$ cat config.mk
export PLATFORM = sky130hd
export DESIGN_NAME = fpma_top
export DESIGN_NICKNAME = d
export VERILOG_FILES = /design/src/rtl/fpma_pkg.sv /design/src/rtl/fpma_top.sv
export SDC_FILE = /design/constraint.sdc
export NUM_CORES = 1
export LEC_CHECK = 0
export ABC_CLOCK_PERIOD_IN_PS = 4000
export BUFFER_PORTS_ARGS = -buffer_cell sky130_fd_sc_hd__buf_2
export CAP_MARGIN = 0
export CORE_MARGIN = 2
export CORE_UTILIZATION = 56
export DETAILED_ROUTE_END_ITERATION = 6
export GPL_TIMING_DRIVEN = 0
export PLACE_DENSITY = 0.84
export SLEW_MARGIN = 5
export SYNTH_ARGS = -nofsm -noshare
export SYNTH_HDL_FRONTEND = slang
export SYNTH_SLANG_ARGS = --single-unit
$ cat constraint.sdc
create_clock -name core_clk -period 4 [get_ports core_clk]
set_input_delay 0.8 -clock core_clk [delete_from_list [all_inputs] [get_ports core_clk]]
set_output_delay 0.8 -clock core_clk [all_outputs]
set_load 0.005 [all_outputs]
$ cat src/rtl/fpma_pkg.sv
package fpma_pkg;
  localparam int NUM_PORTS = 4;  // channel ports
  localparam int DATA_W    = 16; // central bus word
  localparam int MOD_W     = 3;  // bus module number width
  localparam int MEM_W     = 2;  // memory module number width
  localparam int NUM_MEM   = 4;  // memory modules with ready lines

  // memory operation codes on the central bus
  localparam logic [1:0] OP_NONE = 2'h0; // no_operation_code
  localparam logic [1:0] OP_CW   = 2'h1; // clear_write_op
  localparam logic [1:0] OP_RR   = 2'h2; // read_restore_op

  // register byte offsets
  localparam logic [7:0] OFS_CTRL   = 8'h00; // port enables
  localparam logic [7:0] OFS_STATUS = 8'h04; // port flags, module number
  localparam logic [7:0] ADDR_MASK  = 8'hFC;

  // control fields and reset value
  localparam int          CTRL_EN_LSB = 0;
  localparam logic [3:0]  CTRL_RESET  = 4'hF;
  // status fields: four bits per port, module number above
  localparam int STAT_PORT_W  = 4;
  localparam int STAT_MOD_LSB = 16;

  // central bus word with its routing codes
  typedef struct packed {
    logic              valid;
    logic [DATA_W-1:0] data;
    logic [MOD_W-1:0]  dest;
    logic [MOD_W-1:0]  src;
    logic [1:0]        op;
  } fpmaBus_s;

  // inputs that come from outside and are synchronised
  typedef struct packed {
    logic [NUM_PORTS-1:0]            writeReq;
    logic [NUM_PORTS-1:0]            readReq;
    logic [NUM_PORTS-1:0][MEM_W-1:0] dest;
    logic [DATA_W-1:0]               port_shared_data_lines;
    logic                            grant;
    logic [NUM_MEM-1:0]              ready;
    logic [MOD_W-1:0]                moduleId;
    logic                            inValid;
    logic [DATA_W-1:0]               inData;
    logic [MOD_W-1:0]                inDest;
    logic [MOD_W-1:0]                inSrc;
  } fpmaPins_s;

  // per-port request flags
  typedef struct packed {
    logic             address_phase_request;
    logic             mopWrite;
    logic [MEM_W-1:0] toA;
    logic [MEM_W-1:0] toB;
    logic             data_phase_request;
    logic             waitData;
  } fpmaPort_s;
endpackage

$ cat src/rtl/fpma_top.sv
// Decided for this implementation: the register offsets and register access over AHB-Lite.
`timescale 1ns/1ns
`default_nettype none
module fpma_top (
  // clock and reset
  input  wire logic                                         core_clk,
  input  wire logic                                         rst,
  // ahb-lite slave
  input  wire logic                                         hsel,
  input  wire logic [31:0]                                  haddr,
  input  wire logic [1:0]                                   htrans,
  input  wire logic                                         hwrite,
  input  wire logic [2:0]                                   hsize,
  input  wire logic [31:0]                                  hwdata,
  input  wire logic                                         hready,
  output logic                                              hreadyout,
  output logic [31:0]                                       hrdata,
  output logic                                              hresp,
  // channel side, one set per port
  input  wire logic [fpma_pkg::NUM_PORTS-1:0]               writeTypeRequest,
  input  wire logic [fpma_pkg::NUM_PORTS-1:0]               readTypeRequest,
  input  wire logic [fpma_pkg::NUM_PORTS-1:0][fpma_pkg::MEM_W-1:0] destinationModuleField,
  output logic [fpma_pkg::NUM_PORTS-1:0]                    addressPhaseSelect,
  output logic [fpma_pkg::NUM_PORTS-1:0]                    dataPhaseSelect,
  output logic [fpma_pkg::NUM_PORTS-1:0]                    readReturnStrobe,
  // channel side, shared data lines
  input  wire logic [fpma_pkg::DATA_W-1:0]                  portSharedDataIn,
  output logic [fpma_pkg::DATA_W-1:0]                       portSharedDataOut,
  // wired module number
  input  wire logic [fpma_pkg::MOD_W-1:0]                   moduleNumber,
  // central bus, transmit side
  input  wire logic                                         busTransmitGrant,
  output fpma_pkg::fpmaBus_s                                busOut,
  // memory ready lines, open drain
  input  wire logic [fpma_pkg::NUM_MEM-1:0]                 moduleReadyIn,
  output logic [fpma_pkg::NUM_MEM-1:0]                      moduleReadyOut,
  output logic [fpma_pkg::NUM_MEM-1:0]                      moduleReadyOe,
  // central bus, receive side
  input  wire logic                                         busInValid,
  input  wire logic [fpma_pkg::DATA_W-1:0]                  busInData,
  input  wire logic [fpma_pkg::MOD_W-1:0]                   busInDest,
  input  wire logic [fpma_pkg::MOD_W-1:0]                   busInSrc
);
  import fpma_pkg::*;

  // overview of the block:
  //   outside inputs except clock, reset and the ahb pins
  //   pass two flip-flops, so the logic sees
  //   those pins two cycles late, grant and ready too
  //   one next-state process fills s_nxt,
  //   one clocked process registers it
  //   at most one word goes out per cycle:
  //   an owed data word first, else the
  //   best address word among the ports
  //   returned words are matched on their
  //   own, in parallel with transmission
  //   registers sit on a zero-wait slave
  //   with one cycle of write pipelining
  //   no interrupt logic lives here

  // whole module state, one packed struct
  //   selects, strobe, ready pull, bus op and
  //   bus valid are one-cycle pulses;
  //   everything else holds until changed
  //   the port flags carry a transfer from
  //   its request to its data word or strobe
  //   the returned word stays on the channel
  //   lines until the next return
  typedef struct packed {
    fpmaPins_s                     pinA;       // first sync stage
    fpmaPins_s                     pinB;       // second sync stage
    fpmaPort_s [NUM_PORTS-1:0]     port;       // per-port flags
    logic [NUM_PORTS-1:0]          addrSel;    // low select pulses
    logic [NUM_PORTS-1:0]          dataSel;    // high select pulses
    logic [NUM_PORTS-1:0]          strobe;     // read return pulses
    logic [DATA_W-1:0]             pcdOut;     // returned read word
    fpmaBus_s                      bus;        // transmitted word
    logic [NUM_MEM-1:0]            readyOe;    // ready pull-low
    logic [3:0]                    portEnable; // control register
    logic                          wrPend;     // ahb write data phase
    logic [7:0]                    wrAddr;     // ahb write offset
    logic [31:0]                   rdata;      // ahb read data
  } fpmaState_s;

  // s_nxt starts as a copy of s_r, so a
  // field not named below keeps its value
  fpmaState_s s_r;   // registered state
  fpmaState_s s_nxt; // next state

  // raw pins, before any flip-flop; only
  // the first synchroniser stage reads it
  fpmaPins_s pinsNow; // raw pin bundle

  // status word: per-port flags plus module number
  //   nibble i holds port i's low request,
  //   write flag, high request and wait flag
  //   the module number is shown as seen
  //   after its synchroniser
  function automatic logic [31:0] statusWord(input fpmaState_s st);
    logic [31:0] w;
    w = 32'h0000_0000;
    for (int i = 0; i < NUM_PORTS; i++) begin
      w[i*STAT_PORT_W +: STAT_PORT_W] = {st.port[i].waitData, st.port[i].data_phase_request,
                                         st.port[i].mopWrite, st.port[i].address_phase_request};
    end
    w[STAT_MOD_LSB +: MOD_W] = st.pinB.moduleId;
    return w;
  endfunction

  // word offset of a byte address: low
  // bits are dropped, only aligned words
  function automatic logic [7:0] regOfs(input logic [7:0] a);
    return a & ADDR_MASK;
  endfunction

  // register read decode
  //   unmapped offsets read as zero
  function automatic logic [31:0] readMux(input fpmaState_s st, input logic [7:0] ofs);
    logic [31:0] w;
    w = 32'h0000_0000;
    case (regOfs(ofs))
      OFS_CTRL:   w[CTRL_EN_LSB +: 4] = st.portEnable;
      OFS_STATUS: w = statusWord(st);
      default:    w = 32'h0000_0000; // unmapped reads zero
    endcase
    return w;
  endfunction

  // widen a memory number to a bus module number
  //   memories answer on the bus with their
  //   own number, zero-extended here
  function automatic logic [MOD_W-1:0] memToMod(input logic [MEM_W-1:0] m);
    return {{(MOD_W-MEM_W){1'b0}}, m};
  endfunction

  // bundle the outside inputs for synchronising
  //   data lines and the returned word are
  //   delayed with their qualifiers, so a
  //   request and its destination, or a
  //   valid and its word, stay together
  //   hazard: a level shorter than a cycle
  //   may be missed; channels hold a cycle
  always_comb begin
    pinsNow.writeReq = writeTypeRequest;
    pinsNow.readReq  = readTypeRequest;
    pinsNow.dest     = destinationModuleField;
    pinsNow.port_shared_data_lines      = portSharedDataIn;
    pinsNow.grant    = busTransmitGrant;
    pinsNow.ready    = moduleReadyIn;
    pinsNow.moduleId = moduleNumber;
    pinsNow.inValid  = busInValid;
    pinsNow.inData   = busInData;
    pinsNow.inDest   = busInDest;
    pinsNow.inSrc    = busInSrc;
  end

  // next-state logic
  //   order of work within one cycle:
  //   1. shift the synchronisers
  //   2. clear last cycle's pulses
  //   3. pick an owed data word, if any
  //   4. else pick the best address word
  //   5. match a returned word to a port
  //   6. take new channel requests
  //   7. run the register slave
  //   steps 5 to 7 read s_r and ahb pins, so
  //   their order does not change the
  //   result; the flags they touch differ
  always_comb begin
    fpmaPins_s p;
    logic      hiFound;
    int        hiIdx;
    logic      loFound;
    int        loIdx;
    logic      retFound;
    logic      eligible;
    p        = s_r.pinB;
    hiFound  = 1'b0;
    hiIdx    = 0;
    loFound  = 1'b0;
    loIdx    = 0;
    retFound = 1'b0;
    eligible = 1'b0;
    s_nxt    = s_r;

    // two-stage synchroniser
    //   only the second stage feeds logic,
    //   the first may still be settling
    s_nxt.pinA = pinsNow;
    s_nxt.pinB = s_r.pinA;

    // pulses last one cycle
    //   bus data, dest and src keep their
    //   last value; only valid marks a word
    s_nxt.addrSel   = '0;
    s_nxt.dataSel   = '0;
    s_nxt.strobe    = '0;
    s_nxt.readyOe   = '0;
    s_nxt.bus.valid = 1'b0;
    s_nxt.bus.op    = OP_NONE;

    // find a pending high request
    //   at most one can be owed at a time,
    //   the lowest index is taken anyway
    for (int i = 0; i < NUM_PORTS; i++) begin
      if (s_r.port[i].data_phase_request && !hiFound) begin
        hiFound = 1'b1;
        hiIdx   = i;
      end
    end

    // lowest ready low request wins
    //   a port still owing a data word or
    //   awaiting a returned word is held
    //   back, so its queued request waits
    //   ready is the synchronised line and
    //   lags two cycles; the owed data word
    //   always goes first, so a memory just
    //   pulled low is never picked stale
    for (int i = 0; i < NUM_PORTS; i++) begin
      eligible = s_r.port[i].address_phase_request && !s_r.port[i].data_phase_request && !s_r.port[i].waitData
                 && p.ready[s_r.port[i].toA];
      if (eligible && !loFound) begin
        loFound = 1'b1;
        loIdx   = i;
      end
    end

    // one transmission per granted cycle
    //   grant is sampled through the
    //   synchroniser like every non-ahb input but clock and reset; without
    //   it nothing is sent and flags stay
    //   a data word always beats an address
    //   word, whatever port asks for it, so
    //   a write is never split by another
    if (p.grant && hiFound) begin
      // data word of a write, ahead of any low request
      //   channel data lines carry the word;
      //   dest comes from the copied register
      s_nxt.port[hiIdx].data_phase_request = 1'b0;
      s_nxt.dataSel[hiIdx]   = 1'b1;
      s_nxt.bus.valid        = 1'b1;
      s_nxt.bus.data         = p.port_shared_data_lines;
      s_nxt.bus.dest         = memToMod(s_r.port[hiIdx].toB);
      s_nxt.bus.src          = p.moduleId;
      s_nxt.bus.op           = OP_NONE;
    end else if (p.grant && loFound) begin
      // address word
      //   the destination register is copied
      //   so a new request may reload it
      s_nxt.port[loIdx].address_phase_request = 1'b0;
      s_nxt.port[loIdx].toB  = s_r.port[loIdx].toA;
      s_nxt.addrSel[loIdx]   = 1'b1;
      s_nxt.bus.valid        = 1'b1;
      s_nxt.bus.data         = p.port_shared_data_lines;
      s_nxt.bus.dest         = memToMod(s_r.port[loIdx].toA);
      s_nxt.bus.src          = p.moduleId;
      if (s_r.port[loIdx].mopWrite) begin
        s_nxt.bus.op                     = OP_CW;
        s_nxt.port[loIdx].data_phase_request           = 1'b1;
        s_nxt.readyOe[s_r.port[loIdx].toA] = 1'b1;
      end else begin
        // read: no data word owed, wait for
        // the memory to send the word back
        s_nxt.bus.op                 = OP_RR;
        s_nxt.port[loIdx].waitData   = 1'b1;
      end
    end

    // returned read data addressed to us
    //   dest must be our own number and src
    //   the memory this port addressed
    //   one word per cycle comes back, so at
    //   most one strobe; with two ports
    //   waiting on one memory the lower
    //   index takes the word
    for (int i = 0; i < NUM_PORTS; i++) begin
      if (s_r.port[i].waitData && !retFound && p.inValid
          && p.inDest == p.moduleId
          && p.inSrc == memToMod(s_r.port[i].toB)) begin
        retFound               = 1'b1;
        s_nxt.strobe[i]        = 1'b1;
        s_nxt.pcdOut           = p.inData;
        s_nxt.port[i].waitData = 1'b0;
      end
    end

    // accept channel requests into idle low flags
    //   a busy flag ignores the request
    //   without sign; a held level asks
    //   again after each address select
    //   write wins when both lines are up
    //   a disabled port takes nothing
    //   the flag frees at the address select,
    //   before the earlier transfer is done
    for (int i = 0; i < NUM_PORTS; i++) begin
      if (!s_r.port[i].address_phase_request && s_r.portEnable[i]
          && (p.writeReq[i] || p.readReq[i])) begin
        s_nxt.port[i].address_phase_request     = 1'b1;
        s_nxt.port[i].mopWrite = p.writeReq[i];
        s_nxt.port[i].toA      = p.dest[i];
      end
    end

    // ahb write data phase
    //   hwdata stands one cycle after the
    //   address; only the control register
    //   is writable, other offsets drop it
    if (s_r.wrPend) begin
      s_nxt.wrPend = 1'b0;
      if (regOfs(s_r.wrAddr) == OFS_CTRL) begin
        s_nxt.portEnable = hwdata[CTRL_EN_LSB +: 4];
      end
    end

    // ahb address phase
    //   zero-wait: the read word is ready
    //   at the end of the address phase
    //   hazard: a read right behind a write
    //   to control would see the old value,
    //   so the data in flight is forwarded
    //   hsize is not decoded, whole words
    if (hsel && hready && htrans[1]) begin
      if (hwrite) begin
        s_nxt.wrPend = 1'b1;
        s_nxt.wrAddr = haddr[7:0];
      end else if (s_r.wrPend && (regOfs(s_r.wrAddr) == regOfs(haddr[7:0]))
                   && (regOfs(haddr[7:0]) == OFS_CTRL)) begin
        // forward a write still in its data phase
        s_nxt.rdata = {28'h000_0000, hwdata[CTRL_EN_LSB +: 4]};
      end else begin
        s_nxt.rdata = readMux(s_r, haddr[7:0]);
      end
    end
  end

  // state register with synchronous reset
  //   reset clears every flag, pulse and
  //   both synchroniser stages, and turns
  //   all four ports on; a transfer cut
  //   by reset is lost, the channel must
  //   ask again
  always_ff @(posedge core_clk) begin
    if (rst) begin
      s_r            <= '0;
      s_r.portEnable <= CTRL_RESET;
    end else begin
      s_r <= s_nxt;
    end
  end

  // limitations a user must know:
  //   requests, grant and ready are seen
  //   two cycles late, so a transfer takes
  //   at least four cycles from the pin
  //   a port asks again only after its
  //   address select; a second request
  //   waits until the first has finished
  //   returns are matched by number only

  // outputs straight from state
  //   every output is a state field or a
  //   constant; the ready line is only
  //   ever pulled low, never driven high
  always_comb begin
    hreadyout          = 1'b1; // never waits
    hresp              = 1'b0; // always okay
    hrdata             = s_r.rdata;
    addressPhaseSelect = s_r.addrSel;
    dataPhaseSelect    = s_r.dataSel;
    readReturnStrobe   = s_r.strobe;
    portSharedDataOut  = s_r.pcdOut;
    busOut             = s_r.bus;
    moduleReadyOut     = '0;
    moduleReadyOe      = s_r.readyOe;
  end
endmodule
`default_nettype wire

==> flow_summary.json, run 1 <==
{
  "outcome": "finished clean",
  "slew_violations": 0,
  "layout_min_cycle_time_ps": 2580,
  "grt_pass1_wl_um": 29000,
  "slew_headroom_pct": 43.4,
  "worst_setup_path_end_kind": "flip-flop",
  "synth_cells": 875,
  "cts_tree": "built",
  "synthFlopType": "dfxtp_1",
  "cts_buffers": 23,
  "crit-reg2reg-launch": "s_r[119]",
  "finalSetupViolCount": 0,
  "synth-edff-count": 0,
  "r2r_slack_ps": 1420,
  "fin_crit_sh_pct": 64.4,
  "fin_tns_setup_ps": 0,
  "critPathLaunch": "s_r[119]",
  "crit_family": "simple AND/OR/NAND/NOR gates",
  "hold_class": "flip-flop to flip-flop",
  "syn_area_mm2": 0.00891,
  "synth.top_cell.area_share_pct": 54.8,
  "fp.dieW_um": 130,
  "p_per_area_mw_per_mm2": 471,
  "grtUsageTotal_pct": 21.4,
  "vias": 6314,
  "setup_slack_ps": 1420,
  "syn_area_per_cell_um2": 10.2,
  "area_delta_synth_final_pct": 21.6,
  "slowest_stage": "nor3b_1",
  "n_fill_cell": 1201,
  "clock_skew_ps": 9.63,
  "placed_cells": 1260,
  "stdcell_count": 1300,
  "antenna_found_initial": 0,
  "portBuffers": 151,
  "first_pass_iters": 5,
  "overflow": 0,
  "grt_setup_unrepaired": "false",
  "die_y_um": 130,
  "tightestPinTransition_ps": 837,
  "p_leak_uw": 0.00505,
  "avgRoutedWirePerCell_um": 14.0,
  "synth_area_leader_cell": "dfxtp_1",
  "final_common_cell": "dfxtp_1",
  "hold_depth": 1,
  "ys_ff_latch": 244,
  "cp_data_arrival_time_ps": 2990,
  "fmax_mhz": 388,
  "coreArea_mm2": 0.0157,
  "seqCellArea_mm2": 0.00488,
  "start_util_pct": 56.7,
  "gp_congestion": 0.895,
  "pin_count": 232,
  "dpl.hpwl_um": 13400,
  "crit_chain": "clkbuf_1 -> nor3b_1 -> nand2_1 -> a31oi_1 -> o22a_1 -> nand3_1 -> nor3b_1",
  "viasPerCell": 4.86,
  "min_to": "s_r[183]",
  "wirelength_um": 18300,
  "yosys_warnings": 0,
  "start_kind": "flip-flop",
  "required_ps": 4410,
  "rr_worst_depth": 7,
  "cts_sinks": 244,
  "finish.utilization_pct": 68.9,
  "grt_pass1_vias": 6001,
  "pre_cts_ws_ps": 1240,
  "ir_drop_v": 0.000401,
  "ys_top_cells_by_area": "dfxtp_1 (55%), nor2b_1 (9.3%), buf_4 (8.1%), mux2i_1 (6.4%), nor2_1 (4.3%)",
  "path_buf_inv": 1,
  "yosysUniqueCellTypes": 51,
  "row_count": 46,
  "clk_latency_ps": 500,
  "first_iter_violations": 328,
  "multi_input_area_mm2": 0.00317,
  "final_layout_size_suffix_gt1_share_pct": 27.9,
  "cts_setup_buffers": 0,
  "cts-htree-levels": 1,
  "r2r_end": "moduleReadyOe[2]",
  "final-hold-violation-count": 0,
  "drc": 0,
  "cts_buffer_depth": 3,
  "finalInstanceArea_mm2": 0.0108,
  "holdBufCountCts": 0,
  "hp-start": "s_nxt[183]",
  "crit_top_cell": "nor3b_1",
  "cts_root_buf": "clkbuf_16",
  "fin_nets": 1206,
  "cap_violations": 0,
  "final_cell_mix": "dfxtp_1 (244), buf_2 (153), nor2b_1 (133)",
  "worstSetupPathType": "flip-flop to flip-flop",
  "synthArstFlopShare_pct": 0,
  "antenna_cells": 0,
  "slowest_delay_ps": 470,
  "grt_max_degree": 16,
  "ys_seq_area_share_pct": 54.8,
  "clk_pin_slew_worst_paths_ps": 70,
  "ant_nets": 0,
  "detailed_place.area_mm2": 0.0100,
  "crit_fanout": 10,
  "cts_resized": 0,
  "die_area_mm2": 0.0169
}
## through the flow
step / hold WS, ps / total power [uW]
global placement: 416 / 2820
floorplan: 414 / 2730
global route: 446 / 5270
CTS: 430 / 5130
finish: 425 / 5100
detailed placement: 422 / 2830
## power by group
group,internal (uW),leakage (uW),switching [uW]
clock network,1440,0.000401,878
logic,115,0.00266,129
registers,2500,0.00200,31.2
total,4060,0.00505,1040
## flip-flops by register name, summed over array words and instances (netlist names)
signal              count
addressPhaseSelect      4
busOut                 24
dataPhaseSelect         4
hrdata                 19
moduleReadyOe           4
portSharedDataOut      16
readReturnStrobe        4
s_nxt                  63
s_r                   106
## kinds of logic after synthesis
| kind of cell | count (synthesis) | synth area share, % |
|---|---|---|
| simple gates | 333 | 19.9 |
| flops | 244 | 54.8 |
| buf+inv | 143 | 10.4 |
| compound gates | 78 | 6.01 |
| mux | 61 | 7.42 |
| xor+xnor | 14 | 1.38 |
| other cells | 2 | 0.0843 |
## area by class of cell
class | count | area share, %
Buffer | 138 | 8.34
Clock buffer | 29 | 5.80
Clock inverter | 11 | 1.85
Inverter | 5 | 0.173
Multi-Input combinational cell | 506 | 29.3
Sequential cell | 244 | 45.1
Tap cell | 216 | 2.50
Timing Repair Buffer | 151 | 6.98
## worst max-delay path by stage
stage	cells past startpoint	to
after floorplan	7	hrdata[10]
after global routing	5	hrdata[1]
final	7	moduleReadyOe[2]
after detailed placement	6	hrdata[1]
after CTS	8	moduleReadyOe[2]
after global placement	8	hrdata[10]
## per-layer routing
metal  vias to the layer above  routed length, um  part of all wire (%)  track usage [%]
met2                       229               8690                    48             36.6
met1                      2909               7750                    42             27.5
met5                         -                  0                     0                0
li1                       3143                  -                     -                -
met4                         0                551                   3.0             8.10
met3                        33               1280                   7.0             3.28
## synthesized netlist by cell type, drive strengths merged, types with 5 or more instances
master / count
xnor2: 11
nand2b: 6
a21oi: 23
nor2b: 133
nor3b: 5
buf: 103
o21ai: 16
mux2i: 57
nor2: 103
or4: 7
nand2: 31
clkbuf: 35
a22oi: 17
nand3: 11
and3: 7
dfxtp: 244
inv: 5
nor3: 12
Note: power is estimated with default switching activity, not from simulation.
==> run 2, diff against run 1 <==
--- a/config.mk
+++ b/config.mk
@@ -5,14 +5,14 @@
 export SDC_FILE = /design/constraint.sdc
 export NUM_CORES = 1
 export LEC_CHECK = 0
-export ABC_CLOCK_PERIOD_IN_PS = 4000
+export ABC_CLOCK_PERIOD_IN_PS = 2440
 export BUFFER_PORTS_ARGS = -buffer_cell sky130_fd_sc_hd__buf_2
 export CAP_MARGIN = 0
 export CORE_MARGIN = 2
-export CORE_UTILIZATION = 56
+export CORE_UTILIZATION = 52
 export DETAILED_ROUTE_END_ITERATION = 6
 export GPL_TIMING_DRIVEN = 0
-export PLACE_DENSITY = 0.84
+export PLACE_DENSITY = 0.79
 export SLEW_MARGIN = 5
 export SYNTH_ARGS = -nofsm -noshare
 export SYNTH_HDL_FRONTEND = slang
==> constraint.sdc (replaced) <==
create_clock -name core_clk -period 2.44 [get_ports core_clk]
set_input_delay 0.488 -clock core_clk [delete_from_list [all_inputs] [get_ports core_clk]]
set_output_delay 0.488 -clock core_clk [all_outputs]
set_load 0.005 [all_outputs]
==> run 2 against run 1 <==
  * Utilization shrank 3.2 points
  * Critical endpoint is now moduleReadyOe[0]
  * Highest routed layer unchanged
  * Register-to-register slack worse by 1300 ps
  * Power rose by 62%
  * Cell area increased by 1.1%
  * Cell count increased by 1.2%
  * Largest power group unchanged
  * Critical path depth did not move
  * Sequential cell count is the same
  * Clock-buffer cell count increased by 3
  * Clock power rose by 59%
  * Via count decreased by 1.8%
  * Maximum frequency increased by 9.7%
==> flow_summary.json, run 2 (synthesis gave the netlist of run 1 again) <==
{
  "start_util_pct": 53.5,
  "largest_register": "s_r",
  "cts-htree-levels": 1,
  "ant_nets": 0,
  "slowest_stage": "mux4_2",
  "clock_skew_ps": 15.5,
  "vias": 6199,
  "cts_buffers": 24,
  "grt_pass1_wl_um": 29300,
  "ir_drop_v": 0.000596,
  "start_kind": "flip-flop",
  "layout_min_cycle_time_ps": 2350,
  "die_y_um": 135,
  "cts_buffer_depth": 3,
  "crit_fanout": 10,
  "worst_setup_path_end_kind": "flip-flop",
  "viasPerCell": 4.71,
  "portBuffers": 151,
  "crit_chain": "mux4_2 -> and2_1 -> o311a_1 -> o32ai_4 -> buf_12 -> a211oi_1 -> and2_1",
  "grt_max_degree": 15,
  "holdBufCountCts": 0,
  "overflow": 0,
  "cap_violations": 0,
  "slowest_delay_ps": 560,
  "antenna_cells": 0,
  "tightestPinTransition_ps": 703,
  "final-hold-violation-count": 0,
  "fin_tns_setup_ps": 0,
  "combPwrFrac_pct": 5.0,
  "first_iter_violations": 359,
  "row_count": 47,
  "cell_internal_pwr_uw": 6500,
  "p_switching_uw": 1750,
  "hold_class": "input pin to flip-flop",
  "path_buf_inv": 1,
  "fin_nets": 1215,
  "cts_sinks": 244,
  "worstSetupPathType": "flip-flop to flip-flop",
  "final_cell_mix": "dfxtp_1 (242), buf_2 (151), nor2b_1 (133)",
  "fp.dieW_um": 135,
  "antenna_found_initial": 0,
  "power_uw": 8250,
  "avgRoutedWirePerCell_um": 14.1,
  "clk_pin_slew_worst_paths_ps": 70,
  "drc": 0,
  "cts_tree": "built",
  "outcome": "finished clean",
  "largest_reg_flops": 106,
  "finalSetupViolCount": 0,
  "power_switching_share_pct": 21.2,
  "final_common_cell": "dfxtp_1",
  "clkPwrFrac_pct": 44.7,
  "crit_top_cell": "and2_1",
  "area_delta_synth_final_pct": 22.9,
  "slew_headroom_pct": 52.7,
  "p_per_area_mw_per_mm2": 754,
  "cp_data_arrival_time_ps": 2750,
  "dpl.hpwl_um": 13700,
  "clk_latency_ps": 510,
  "grt_pass1_vias": 5861,
  "coreArea_mm2": 0.0166,
  "p_leak_uw": 0.00511,
  "gp_congestion": 0.917,
  "wirelength_um": 18600,
  "crit_family": "compound AO/OA/AOI/OAI gates",
  "grtUsageTotal_pct": 20.2,
  "seq_power_share_pct": 50.3,
  "required_ps": 2840,
  "die_area_mm2": 0.0182,
  "final_layout_size_suffix_gt1_share_pct": 29.5,
  "pin_count": 232,
  "fin_crit_sh_pct": 96.3,
  "first_pass_iters": 5,
  "cts_root_buf": "clkbuf_16",
  "slew_violations": 0,
  "fmax_mhz": 425
}
run 2: power groups by stage:
stage	registers, uW	clock network, uW	logic [uW]
finish	4150	3690	416
global route	4160	3920	458
CTS	4150	3760	404
detailed placement	4240	0	399
global placement	4230	0	393
floorplan	4220	0	262
run 2: stage by stage:
step	instance area, um2	setup slack (ps)	utilization [%]	hold slack [ps]	std cells
finish	10900	89.6	65.8	185	1315
detailed placement	10000	-75.2	60.1	421	1264
CTS	10900	6.67	65.2	173	1310
global route	10900	-3.77	65.8	175	1315
global placement	10000	-102	60.1	417	1264
floorplan	8980	219	-	414	893
run 2: worst paths after layout:
check                                  start                to  slack, ps  depth (start not counted)
worst max-delay path                s_r[122]  moduleReadyOe[0]         90                          7
worst min-delay path            busInData[4]        s_nxt[144]        190                          2
worst max register to register      s_r[122]  moduleReadyOe[0]         90                          7
worst min register to register    s_nxt[156]          s_r[156]        420                          1
run 2: what timing repair did:
action | 4_1_cts | 5_1_grt
resized for setup | 7 | 10
gates cloned | 1 | 0
buffers inserted | 3 | 5
endpoints found under the hold margin | 0 | 0
pin swaps | 2 | 2
setup endpoints to repair | 23 | 43
run 2: final cells by class:
type	count	area (um2)
clock buffer	32	691
inverter	5	18.8
multi-input combinational	506	3210
fill	1323	5700
tap	220	275
buffer	137	897
timing repair buffer	160	843
clock inverter	11	121
sequential	244	4890
run 2: metal layers:
layer	track usage [%]	part of all wire [%]	vias up
met2	34.6	48	179
met4	5.67	1.9	0
met1	26.5	43	2820
met3	3.23	6.7	27
met5	0	0	-
li1	-	-	3173
==> run 3, diff against run 2 <==
--- a/config.mk
+++ b/config.mk
@@ -13,6 +13,7 @@
 export DETAILED_ROUTE_END_ITERATION = 6
 export GPL_TIMING_DRIVEN = 0
 export PLACE_DENSITY = 0.79
+export REMOVE_ABC_BUFFERS = 1
 export SLEW_MARGIN = 5
 export SYNTH_ARGS = -nofsm -noshare
 export SYNTH_HDL_FRONTEND = slang
==> run 3 against run 2 <==
  * Clock power up 4%
  * Largest power group unchanged
  * Largest cell class unchanged
  * Highest routed layer unchanged
  * Clock skew shrank 3.0 ps
  * Non-clock buffer count down 136
==> flow_summary.json, run 3 (synthesis gave the netlist of run 1 again) <==
{
  "pin_count": 232,
  "final_cell_mix": "dfxtp_1 (243), buf_2 (152), nor2b_1 (133)",
  "cts_sinks": 244,
  "final-hold-violation-count": 0,
  "worstSetupPathType": "flip-flop to flip-flop",
  "cts_tree": "built",
  "outcome": "finished clean",
  "slew_violations": 0,
  "viasPerCell": 4.90,
  "crit-reg2reg-launch": "s_r[106]",
  "largest_reg_flops": 106,
  "grtUsageTotal_pct": 18.0,
  "start_kind": "flip-flop",
  "worst_setup_path_end_kind": "flip-flop",
  "slew_headroom_pct": 54.1,
  "clk_latency_ps": 510,
  "r2r_slack_ps": 80,
  "required_ps": 2810,
  "largest_register": "s_r",
  "finish.utilization_pct": 61.0,
  "overflow": 0,
  "endpoint": "busOut[17]",
  "portBuffers": 153,
  "vias": 5782,
  "die_area_mm2": 0.0182,
  "crit_fanout": 12,
  "cts_buffers": 24,
  "r2r_end": "busOut[17]",
  "p_per_area_mw_per_mm2": 821,
  "avgRoutedWirePerCell_um": 14.1,
  "fin_crit_sh_pct": 96.9,
  "slowest_stage": "mux4_2",
  "path_buf_inv": 2,
  "ant_nets": 0,
  "clock_skew_ps": 12.6,
  "first_iter_violations": 336,
  "cap_violations": 0,
  "critPathLaunch": "s_r[106]",
  "gp_congestion": 0.826,
  "crit_chain": "mux4_2 -> nor4bb_4 -> nand2b_4 -> o31ai_4 -> buf_12 -> buf_16 -> mux2i_1 -> nor2_1",
  "die_y_um": 135,
  "start_util_pct": 53.5,
  "rr_worst_depth": 8,
  "fp.dieW_um": 135,
  "fin_nets": 1079,
  "final_common_cell": "dfxtp_1",
  "grt_max_degree": 162,
  "area_delta_synth_final_pct": 13.9,
  "final_layout_size_suffix_gt1_share_pct": 22.9,
  "wirelength_um": 16600,
  "fmax_mhz": 423,
  "cts_root_buf": "clkbuf_16",
  "layout_min_cycle_time_ps": 2360,
  "coreArea_mm2": 0.0166,
  "dpl.hpwl_um": 11000,
  "slowest_delay_ps": 520,
  "whs_ps": 183,
  "crit_family": "multiplexers",
  "tightestPinTransition_ps": 687,
  "antenna_cells": 0,
  "cts_buffer_depth": 3,
  "cts-htree-levels": 1,
  "cp.depth": 8,
  "grt_pass1_wl_um": 26600,
  "hold_class": "input pin to flip-flop",
  "ir_drop_v": 0.000480,
  "first_pass_iters": 5,
  "finalSetupViolCount": 0,
  "n_fill_cell": 1369,
  "p_leak_uw": 0.00456,
  "grt_pass1_vias": 5441,
  "cp_data_arrival_time_ps": 2740,
  "drc": 0,
  "antenna_found_initial": 0,
  "row_count": 47,
  "clk_pin_slew_worst_paths_ps": 60
}
==> run 3: cell count changes in the layout (fill, tap and decap cells not counted), sizes merged <==
cell | before | now
clkinv | 7 | 4
clkbuf | 68 | 35
clkinvlp | 2 | 1
buf | 261 | 161
bufinv | 2 | 3
==> run 3: area by class of cell <==
cell class,instances,area (um2),area share [%]
Inverter,5,18.8,0.185
Sequential cell,244,4890,48.1
Tap cell,220,275,2.71
Multi-Input combinational cell,506,3220,31.7
Timing Repair Buffer,161,901,8.87
Clock buffer,35,712,7.01
Clock inverter,8,136,1.34
==> run 3: worst min-delay path by stage <==
| stage | cells after the start | slack (ps) | end | start |
|---|---|---|---|---|
| final | 2 | 180 | s_nxt[134] | busInSrc[0] |
| after global routing | 2 | 170 | s_nxt[134] | busInSrc[0] |
| after CTS | 2 | 160 | s_nxt[153] | busInData[13] |
| after detailed placement | 1 | 420 | s_r[151] | s_nxt[151] |
| after global placement | 1 | 420 | s_r[166] | s_nxt[166] |
| after floorplan | 1 | 410 | s_r[134] | s_nxt[134] |
==> run 3: repair_timing <==
item / 4_1_cts / 5_1_grt
pin swaps: 1 / 1
endpoints found under the setup margin: 44 / 36
hold buffers: 0 / 0
buffers inserted: 3 / 3
gates resized for setup: 3 / 8
==> run 3: power by group <==
part | leakage, uW | internal (uW) | switching [uW]
Combinational | 0.00215 | 171 | 184
Clock | 0.000412 | 2350 | 1480
Sequential | 0.00200 | 4100 | 50.8
==> run 3: per-layer routing <==
metal	track usage, %	up-vias	wire length (um)
li1	-	2894	-
met1	23.2	2689	7370
met2	30.4	167	7860
met3	2.82	32	959
met4	6.90	0	422
met5	0	-	0
==> run 3: through the flow <==
stage	total power, uW	setup slack [ps]	instances	TNS, ps	cell area [um2]
finish	8340	76.7	1179	0	10200
global route	8640	-1.57	1179	-1.57	10200
CTS	8410	-5.37	1176	-7.57	10100
detailed placement	4580	-636	1130	-15590	9180
global placement	4560	-1880	1128	-314160	9110
floorplan	4400	-233	755	-4790	8070
